$ cat config.mk
export PLATFORM = sky130hd
export DESIGN_NAME = spz_setpoint_ctrl
export DESIGN_NICKNAME = d
export VERILOG_FILES = /design/src/logic/spz_sync.v /design/src/logic/spz_zone_color.v /design/src/logic/spz_setpoint_ctrl.v
export VERILOG_INCLUDE_DIRS = /design/src /design/src/logic
export SDC_FILE = /design/constraint.sdc
export NUM_CORES = 1
export LEC_CHECK = 0
export BUFFER_PORTS_ARGS = -buffer_cell sky130_fd_sc_hd__buf_2
export CAP_MARGIN = 20
export CORE_MARGIN = 10
export CORE_UTILIZATION = 50
export CTS_BUF_LIST = sky130_fd_sc_hd__clkbuf_4
export CTS_CLUSTER_DIAMETER = 120
export DETAILED_ROUTE_END_ITERATION = 10
export PLACE_DENSITY = 0.66
export SYNTH_ARGS = -nofsm -noshare
export SYNTH_HDL_FRONTEND = slang
export SYNTH_SLANG_ARGS = --single-unit
$ cat constraint.sdc
create_clock -name ref_clk -period 12.7 [get_ports ref_clk]
set_clock_uncertainty 0.05 [all_clocks]
set_input_delay 3.175 -clock ref_clk [delete_from_list [all_inputs] [get_ports ref_clk]]
set_output_delay 3.175 -clock ref_clk [all_outputs]
set_load 0.05 [all_outputs]
$ cat src/logic/spz_regs.vh
// Summary of operation
// - Relay energizes above setpoint in high mode, below it in low mode.
// - Activation pattern has four characters, setpoint one to four left to right.
// - Advance moves to next pattern character; up/down toggle low and high.
// - Single-colour bargraph: after fourth character, return to operating display.
// - Tricolour bargraph: after fourth character, enter colour programming.
// - Bargraph lights exactly one colour at a time.
// - Entering a new zone switches the whole bar to that zone's colour.
// - Below the lowest setpoint, show the below-lowest colour.
// - Above a setpoint show its colour; zones follow values, not numbering.
// - Equal setpoints: the highest-numbered setpoint's colour wins.
// - Each colour selectable with up/down among green, orange and red.
// - Colour steps: below-lowest, then setpoints one to four; then exit.
// - Setpoint four has value and hysteresis only, then pattern editor.
// - While dim is asserted, drive displays at half selected brightness.
// - While lock is asserted, parameters may be viewed but not changed.
// - All four comparisons exist regardless of fitted relay count.
`ifndef SPZ_REGS_VH
`define SPZ_REGS_VH
`define SPZ_DATA_W 16
`define SPZ_NUM_SP 4
`define SPZ_COL_GREEN 2'h0
`define SPZ_COL_ORANGE 2'h1
`define SPZ_COL_RED 2'h2
`define SPZ_COL_RST 2'h0
`define SPZ_SP_RST 16'h0000
`define SPZ_PAT_RST 4'hF
`define SPZ_HYS_RST 4'h0
`define SPZ_BRIGHT_W 2
`define SPZ_STEP_W 5
`endif

$ cat src/logic/spz_sync.v
`timescale 1ns/1ps
module spz_sync (
   // Clock and reset
   input wire ref_clk,
   input wire rst_n,
   // Data
   input wire async_in,
   output wire sync_out
);
   reg meta_q;
   reg sync_q;
   always @(posedge ref_clk) begin
      if (!rst_n) begin
         // Rear pins idle high: no false dim or lock right after reset
         meta_q <= 1'b1;
         sync_q <= 1'b1;
      end else begin
         meta_q <= async_in;
         sync_q <= meta_q;
      end
   end
   assign sync_out = sync_q;
endmodule // spz_sync

$ cat src/logic/spz_zone_color.v
`timescale 1ns/1ps
`include "spz_regs.vh"
module spz_zone_color (
   // Reading and setpoints
   input wire [`SPZ_DATA_W-1:0] reading,
   input wire [4*`SPZ_DATA_W-1:0] sp_flat,
   // Colours
   input wire [1:0] color_below,
   input wire [7:0] color_above,
   // Result
   output reg [1:0] zone_color
);
   integer i;
   reg signed [`SPZ_DATA_W-1:0] best;
   reg signed [`SPZ_DATA_W-1:0] spv;
   reg found;
   // Highest setpoint strictly below reading picks zone; equal value: later index wins
   always @* begin
      zone_color = color_below;
      best = {`SPZ_DATA_W{1'b0}};
      spv = {`SPZ_DATA_W{1'b0}};
      found = 1'b0;
      for (i = 0; i < `SPZ_NUM_SP; i = i + 1) begin
         spv = sp_flat[i*`SPZ_DATA_W +: `SPZ_DATA_W];
         if ($signed(reading) > spv) begin
            if (!found || spv >= best) begin
               best = spv;
               found = 1'b1;
               zone_color = color_above[i*2 +: 2];
            end
         end
      end
   end
endmodule // spz_zone_color

$ cat src/logic/spz_setpoint_ctrl.v
`timescale 1ns/1ps
`include "spz_regs.vh"
module spz_setpoint_ctrl (
   // Clock and reset
   input wire ref_clk,
   input wire rst_n,
   // Measurement
   input wire [`SPZ_DATA_W-1:0] reading,
   // Front panel buttons, one-cycle pulses from debounce logic; display_blank is a held level
   input wire btn_prog,
   input wire btn_up,
   input wire btn_down,
   input wire btn_enter_sp,
   input wire display_blank,
   // Build options
   input wire tricolor_fitted,
   // Rear panel pins, low when shorted to common
   input wire dim_in_n,
   input wire lock_in_n,
   // Brightness
   input wire [`SPZ_BRIGHT_W-1:0] brightness_sel,
   output reg [`SPZ_BRIGHT_W+1:0] bright_level,
   // Relays and annunciators
   output reg [3:0] relay_on,
   output reg [3:0] annunciator,
   // Bargraph
   output reg bar_red,
   output reg bar_green,
   // Programming view
   output reg [`SPZ_STEP_W-1:0] prog_step,
   output reg [1:0] pattern_digit,
   output reg prog_active,
   output reg [3:0] relay_activation_pattern
);
   // ----------------------------------------
   // Step codes, one-hot
   // ----------------------------------------
   localparam [`SPZ_STEP_W-1:0] ST_IDLE = 5'h01;
   localparam [`SPZ_STEP_W-1:0] ST_SP = 5'h02;
   localparam [`SPZ_STEP_W-1:0] ST_HYS = 5'h04;
   localparam [`SPZ_STEP_W-1:0] ST_PAT = 5'h08;
   localparam [`SPZ_STEP_W-1:0] ST_COL = 5'h10;

   // ----------------------------------------
   // Rear input synchronisers
   // ----------------------------------------
   wire dim_n_s;
   wire lock_n_s;
   spz_sync u_dim (
      .ref_clk(ref_clk),
      .rst_n(rst_n),
      .async_in(dim_in_n),
      .sync_out(dim_n_s)
   );
   spz_sync u_lock (
      .ref_clk(ref_clk),
      .rst_n(rst_n),
      .async_in(lock_in_n),
      .sync_out(lock_n_s)
   );
   wire dim_on = ~dim_n_s;
   wire locked = ~lock_n_s;

   // ----------------------------------------
   // Stored settings
   // ----------------------------------------
   reg [`SPZ_DATA_W-1:0] sp_q [0:3];
   reg [3:0] hysteresis_select_q;
   reg [3:0] pat_q;
   reg [1:0] color_below_q;
   reg [7:0] color_above_q;
   reg [`SPZ_STEP_W-1:0] step_q;
   reg [2:0] idx_q;
   wire [3:0] act_d;

   function [1:0] col_up;
      input [1:0] c;
      begin
         col_up = (c == `SPZ_COL_RED) ? `SPZ_COL_GREEN : c + 2'h1;
      end
   endfunction
   function [1:0] col_dn;
      input [1:0] c;
      begin
         col_dn = (c == `SPZ_COL_GREEN) ? `SPZ_COL_RED : c - 2'h1;
      end
   endfunction

   wire edit_ok = ~locked & ~display_blank;
   wire upd = btn_up | btn_down;
   wire [1:0] cur_col = (idx_q == 3'h0) ? color_below_q : color_above_q[(idx_q - 3'h1)*2 +: 2];
   wire [1:0] new_col = btn_up ? col_up(cur_col) : col_dn(cur_col);

   // ----------------------------------------
   // Programming sequence
   // ----------------------------------------
   integer k;
   always @(posedge ref_clk) begin
      if (!rst_n) begin
         step_q <= ST_IDLE;
         idx_q <= 3'h0;
         pat_q <= `SPZ_PAT_RST;
         hysteresis_select_q <= `SPZ_HYS_RST;
         color_below_q <= `SPZ_COL_RST;
         color_above_q <= {4{`SPZ_COL_RST}};
         for (k = 0; k < 4; k = k + 1)
            sp_q[k] <= `SPZ_SP_RST;
      end else begin
         case (step_q)
            ST_IDLE: begin
               if (btn_enter_sp) begin
                  step_q <= ST_SP;
                  idx_q <= 3'h0;
               end
            end
            ST_SP: begin
               if (upd && edit_ok)
                  sp_q[idx_q[1:0]] <= btn_up ? sp_q[idx_q[1:0]] + 16'h0001 : sp_q[idx_q[1:0]] - 16'h0001;
               if (btn_prog)
                  step_q <= ST_HYS;
            end
            ST_HYS: begin
               if (upd && edit_ok)
                  hysteresis_select_q[idx_q[1:0]] <= ~hysteresis_select_q[idx_q[1:0]];
               if (btn_prog) begin
                  if (idx_q == 3'h3) begin
                     step_q <= ST_PAT;
                     idx_q <= 3'h0;
                  end else begin
                     step_q <= ST_SP;
                     idx_q <= idx_q + 3'h1;
                  end
               end
            end
            ST_PAT: begin
               if (upd && edit_ok)
                  pat_q[idx_q[1:0]] <= ~pat_q[idx_q[1:0]];
               if (btn_prog) begin
                  if (idx_q == 3'h3) begin
                     idx_q <= 3'h0;
                     step_q <= tricolor_fitted ? ST_COL : ST_IDLE;
                  end else begin
                     idx_q <= idx_q + 3'h1;
                  end
               end
            end
            ST_COL: begin
               if (upd && edit_ok) begin
                  if (idx_q == 3'h0)
                     color_below_q <= new_col;
                  else
                     color_above_q[(idx_q - 3'h1)*2 +: 2] <= new_col;
               end
               if (btn_prog) begin
                  if (idx_q == 3'h4) begin
                     step_q <= ST_IDLE;
                     idx_q <= 3'h0;
                  end else begin
                     idx_q <= idx_q + 3'h1;
                  end
               end
            end
            default: begin
               step_q <= ST_IDLE;
               idx_q <= 3'h0;
            end
         endcase
      end
   end

   // ----------------------------------------
   // Comparisons, one per setpoint
   // ----------------------------------------
   genvar g;
   generate
      for (g = 0; g < 4; g = g + 1) begin : g_cmp
         // Bit one of pattern means high activation
         assign act_d[g] = pat_q[g] ? ($signed(reading) > $signed(sp_q[g]))
                                    : ($signed(reading) < $signed(sp_q[g]));
      end
   endgenerate

   // ----------------------------------------
   // Zone colour
   // ----------------------------------------
   wire [1:0] zone_col;
   spz_zone_color u_zone (
      .reading(reading),
      .sp_flat({sp_q[3], sp_q[2], sp_q[1], sp_q[0]}),
      .color_below(color_below_q),
      .color_above(color_above_q),
      .zone_color(zone_col)
   );

   // ----------------------------------------
   // Registered outputs
   // ----------------------------------------
   always @(posedge ref_clk) begin
      if (!rst_n) begin
         relay_on <= 4'h0;
         annunciator <= 4'h0;
         bar_red <= 1'b0;
         bar_green <= 1'b0;
         bright_level <= {(`SPZ_BRIGHT_W+2){1'b0}};
         prog_step <= ST_IDLE;
         pattern_digit <= 2'h0;
         prog_active <= 1'b0;
         relay_activation_pattern <= `SPZ_PAT_RST;
      end else begin
         relay_on <= act_d;
         annunciator <= act_d;
         // Orange is red plus green over the whole bar: one colour only
         bar_red <= (zone_col != `SPZ_COL_GREEN);
         bar_green <= (zone_col != `SPZ_COL_RED);
         // Level in half steps: full setting is twice the code plus two, up to eight
         bright_level <= dim_on ? {2'b00, brightness_sel} + 4'h1
                                : {1'b0, brightness_sel, 1'b0} + 4'h2;
         prog_step <= step_q;
         pattern_digit <= idx_q[1:0];
         prog_active <= (step_q != ST_IDLE);
         relay_activation_pattern <= pat_q;
      end
   end
endmodule // spz_setpoint_ctrl

# --- Word level (Yosys, flattened, before mapping) ---
# Memory sizes are Yosys's and may differ from the RTL's. A register that Yosys moved wholly into a read port is not among the register bits.
# Cells that the tools add are included.
word_totals:
  reg_bits: 48
  ram_bits: 64
  inputBits: 28
  output_inout_bits: 26
  n_memories: 1
mem_list:
  columns: ["name", "depth", "word_bits", "rd", "rd_clocked_by_memory_dff", "wr", "line", "rtl"]
  rows:
  - ["sp_q", 4, 16, 5, 1, 4, "spz_setpoint_ctrl.v:67", "reg [`SPZ_DATA_W-1:0] sp_q [0:3];"]
op_classes:
  add_sub_neg: 9
  n_lt_le_gt_ge: 13
  eq_ne: 18
  shifts: 3
  muxes: 59
  bitwise_logic: 6
  n_reduce_logical: 18
op_table:
  columns: ["op", "n"]
  rows:
  - ["2-to-1 mux 16 bit", 7]
  - ["> comparator 16 bit", 4]
  - ["< comparator 16 bit", 4]
  - ["greater-or-equal comparator 16 bit", 3]
  - ["2-to-1 mux 5 bit", 8]
  - ["negator 32 -> 34 bit", 1]
  - ["variable shift 2 x 34 -> 8 bit (first input constant)", 1]
  - ["indexed part select 2 x 34 -> 8 bit", 1]
  - ["indexed part select 8 x 33 -> 2 bit", 1]
  - ["2-to-1 mux 2 bit", 14]
  - ["case mux 5 bit (5 select lines)", 1]
  - ["2-to-1 mux 1 bit", 17]
  - ["adder 16 x 1 -> 16 bit (second input constant)", 1]
  - ["inequality test 2 bit (second input constant)", 8]
  - ["OR reduction 16 bit", 1]
  - ["subtractor 16 x 1 -> 16 bit (second input constant)", 1]
  - ["2-to-1 mux 3 bit", 5]
  - ["case mux 3 bit (4 select lines)", 1]
  - ["bitwise mux 8 bit", 1]
  - ["2-to-1 mux 4 bit", 2]
  - ["AND reduction 7 bit", 1]
  - ["AND reduction 3 bit", 2]
  - ["== test 5 x 1 -> 1 bit (second input constant)", 1]
  - ["== test 5 x 2 -> 1 bit (second input constant)", 1]
  - ["31 further kinds", 39]

# --- Longest topological paths before layout ---
# An unclocked memory read counts as a cell.
depth:
  depth_word: 16
  mapped_depth: 42

# --- Hierarchy ---
# Synthesis repeated with hierarchy kept, for this count alone.
unflattened:
  cells_unflattened: 1207
  area_unflattened_um2: 10777.8
by_module_without_submodules:
  columns: ["module", "instances", "cells_each", "area_per_inst_um2", "seq_area_each_um2"]
  rows:
  - ["spz_setpoint_ctrl", 1, 762, 7445.9, 2842.7]
  - ["spz_zone_color", 1, 437, 3226.8, 0.0]
  - ["spz_sync", 2, 4, 52.6, 40.0]

# --- Least setup slack after synthesis ---
# No wires, ideal clock.
synth_timing:
  path_type: "input -> register"
  startpoint: "input reading[1]"
  endpoint: "register bar_green"
  setup_time_ps: 139
  t_arrival_ps: 10870
  required_time_ps: 12511
  slack_ps: 1640
  path_stages: 38
  path_cell_list: "ha_1 > nor2b_1 > o211ai_1 > a211o_1 > a31o_2 > a211oi_1 > buf_2 > buf_2 > nand2_1 > ha_1 > nand4_1 > nor4_1 > a211oi_1 > mux2i_1 > a31oi_1 > clkbuf_1 > nor2_1 > a21oi_1 > (+2 left out) > o21a_1 > o2bb2ai_1 > or4_4 > mux2_4 > a211o_1 > and2_1 > buf_6 > buf_12 > mux2_4 > ha_1 > nand2_1 > nor3_1 > mux2_2 > a211oi_1 > a41o_1 > a211oi_1 > o311ai_1 > o311ai_1"
synth_between:
  elab_chain_cells: 15
  elab_cells_between_ends: 31
synth_rtl:
  columns: ["item", "line", "rtl"]
  rows:
  - ["from (decl)", "spz_setpoint_ctrl.v:8", "input wire [`SPZ_DATA_W-1:0] reading,"]
  - ["> comparator 16 bit", "spz_zone_color.v:25", "if ($signed(reading) > spv) begin"]
  - ["2-to-1 mux 16 bit or 2-to-1 mux 1 bit (tied branches)", "spz_zone_color.v:25", null]
  - ["greater-or-equal comparator 16 bit or logical NOT 1 bit (tied branches)", "spz_zone_color.v:26", "if (!found || spv >= best) begin"]
  - ["logical OR 1 bit", "spz_zone_color.v:26", null]
  - ["2-to-1 mux 16 bit or 2-to-1 mux 1 bit (tied branches)", "spz_zone_color.v:26", null]
  - ["2-to-1 mux 16 bit or 2-to-1 mux 1 bit (tied branches)", "spz_zone_color.v:25", null]
  - ["greater-or-equal comparator 16 bit or logical NOT 1 bit (tied branches)", "spz_zone_color.v:26", null]
  - ["logical OR 1 bit", "spz_zone_color.v:26", null]
  - ["2-to-1 mux 16 bit or 2-to-1 mux 1 bit (tied branches)", "spz_zone_color.v:26", null]
  - ["2-to-1 mux 16 bit or 2-to-1 mux 1 bit (tied branches)", "spz_zone_color.v:25", null]
  - ["greater-or-equal comparator 16 bit or logical NOT 1 bit (tied branches)", "spz_zone_color.v:26", null]
  - ["logical OR 1 bit", "spz_zone_color.v:26", null]
  - ["2-to-1 mux 2 bit", "spz_zone_color.v:26", null]
  - ["2-to-1 mux 2 bit *", "spz_zone_color.v:25", null]
  - ["inequality test 2 bit (no source line) *", null, null]
  - ["to (signal assigned)", "spz_setpoint_ctrl.v:214", "bar_green <= (zone_col != `SPZ_COL_RED);"]
  - ["to (decl)", "spz_setpoint_ctrl.v:28", "output reg bar_green,"]
# Mark *: on every way between the ends. The rest lies on a longest branch, timed or not.
# A chain may end at the register's enable or synchronous reset.

# --- Final worst setup path ---
layout_timing:
  startpoint: "input reading[10]"
  endpoint: "register bar_green"
# The elaborated chain is that of the path after synthesis.

==> metrics <==
final core utilization 55.4%; TritonCTS buffer count 17; total congestion overflow 0; Cells after Synth 961; Non-Filler Instances 1246; number of hold buffers added after CTS 0; crit end category register; share of the synthesized area in the top cell type 21.5%; #FFs+latches synth 114; design area between 9000 and 10000 µm²; unrepaired setup endpoints after global routing false; async set or reset register ratio after synthesis 0%; placed cells roughly 1200; Yosys cell types 67; Slew @ Worst Pin 0.937 ns; kind of critical path input port to register; latest clock arrival within the worst-skew pair 0.54 ns; final setup vio count 0; register area share after synthesis around a third; Core Box Area 17400 µm²; Hold Fails Final Rpt 0; vias in the first global route 6991; Fmax achieved 0.0878 GHz; total via count after detailed routing 7182; pin count of the biggest net entering global routing 31; EDFF count, synth 64; WP data required 13.07 ns; Clock Tree Buf Depth 2; Tightest Hold Check Type register to register; Crit path top cell by count ha_1; mean post-synth cell area 9.31 µm²; TNS Setup 0 ns; run status complete, no violations; Starting Density approximately half; area grow syn2layout 7.90%; routability cong. between 0.9 and 1; post-layout min period 11.39 ns; startpoint types input port; count leader, synth ha_1; drt total wl between 20 and 25 mm; Rows 48; DRC 0; area of the multi-input gates approximately 5500 µm²; Relative slew margins 37.5%; n_diodes 0; crit-path max cell delay ~0.52 ns; Die H 154 µm; Root Driver clkbuf_4; htree depth 4; Post-Syn Area 8950 µm²; routed len/inst ~18 µm; Pleak 4.25 nW; Max-cap violations 0; final worst setup slack 1.31 ns; top cells by count, synth ha_1, nor2_1, inv_1; CTS clk-pin slew, worst paths 0.12 ns; Post-synth top flop edfxtp_1; share of cells above drive strength 1 14.0%; Worst EP arrival 11.76 ns; die area 23600 µm²; synth top area cells edfxtp_1, ha_1, dfxtp_1; total track usage 19.5%; Port Buffers 53; post-place setup slack ~0.76 ns; PostCTS Resize Cnt 0; Post-Syn Nets 1135; nets 1182; initial antenna violation count 0; Vias per Instance 5.76; worst hold margin 0.366 ns; critical path's slowest cell or4_4; power after layout 1.04 mW; worst-path maximum fanout 30; TritonRoute pass-1 iters 5; Max VDD drop around 0.000064 V; DRT iter0 DRCs 624; Die X 154 µm; CTS Sinks roughly 110; IO Pins 54; Max Slew Vio Count 0; CTS tree yes; PwrDens ~110 nW/µm²; Period Utilization, post-route 89.7%; total area of sequential cells 2920 µm²; hpwl dp roughly 19 mm; Filler Cells Inserted approximately 1600; post-CTS setup buffer count 0; Final ANT Viol Nets 0; Post-DP Area 9370 µm²; first-pass GRT wire length 36.7 mm; Yosys warnings 0; Synth area leader edfxtp_1
## registers in the layout, summed over array words and instances (netlist names), named ones only
name,count
relay_activation_pattern,4
idx_q,3
u_dim.sync_out,1
u_dim.meta_q,1
bar_red,1
annunciator,4
color_above_q,8
bright_level,4
bar_green,1
pattern_digit,2
sp_q,64
color_below_q,2
pat_q,4
prog_active,1
step_q,5
u_lock.sync_out,1
prog_step,5
u_lock.meta_q,1
## critical path, delay by kind of cell
family / cells / cell delay (ns)
AOI/OAI and AO/OA: 15 / 3.05
and+or+nand+nor: 9 / 2.27
adders and majority gates: 4 / 1.26
buffers and inverters: 3 / 0.69
muxes: 4 / 1.29
## layer usage
metal | wire (µm) | vias to the layer above | global-route usage, %
met5 | 0 | - | 0
met4 | 388 | 0 | 4.99
met3 | 1690 | 32 | 4.71
met2 | 10000 | 240 | 29.3
met1 | 10900 | 3332 | 27.3
li1 | - | 3578 | -
## cell families (layout without fill, tap and decap cells)
family                   count (synthesis)  in the layout  share of synthesized area, %
multiplexers                            58             58                          9.38
flip-flops                             114            114                          32.7
adder cells (fa/ha/maj)                146            146                          20.5
AND/OR/NAND/NOR                        328            328                          17.1
XOR/XNOR                                18             18                          1.76
AO/OA/AOI/OAI                          176            176                          12.9
buffers and inverters                  121            181                          5.64
## layout by cell type, fill, tap and decap left out, drive strengths merged, types with 3 or more instances in the layout
cell type  count
inv           98
nand3         28
a211o          6
dfxtp         50
xor2           8
nor3          18
nand2b        11
nand2         75
edfxtp        64
a2111oi        3
a21o          17
clkbuf        17
a21oi         77
mux2i         19
a211oi        13
o21ai         17
mux2          23
nand4         24
nor2         122
a31o           3
or3            9
xnor2         10
ha           145
buf           56
and2           8
mux4          16
clkinv         6
o21a           7
nand3b         3
and3           5
o211ai        13
nor4           6
nor2b         10
## area by class of cell
class | instances | area share (%)
Multi-Input combinational cell | 726 | 57.3
Sequential cell | 114 | 30.3
Inverter | 93 | 3.62
Timing Repair Buffer | 56 | 2.98
Tap cell | 225 | 2.92
Clock inverter | 15 | 1.59
Clock buffer | 17 | 1.32
## worst paths after layout
check                           slack [ns]  cells after the start              to         start
worst max-delay path                  1.31                     35       bar_green   reading[10]
worst min-delay path                  0.37                      1  u_dim.sync_out  u_dim.meta_q
worst max register to register        3.60                     36       bar_green    sp_q[0][1]
worst min register to register        0.37                      1  u_dim.sync_out  u_dim.meta_q
## power by group
part	internal [mW]	switching [mW]	total [mW]
sequential	0.412	0.0208	0.432
clock	0.118	0.149	0.267
combinational	0.132	0.205	0.337
Power figures use the tool's default switching activity.
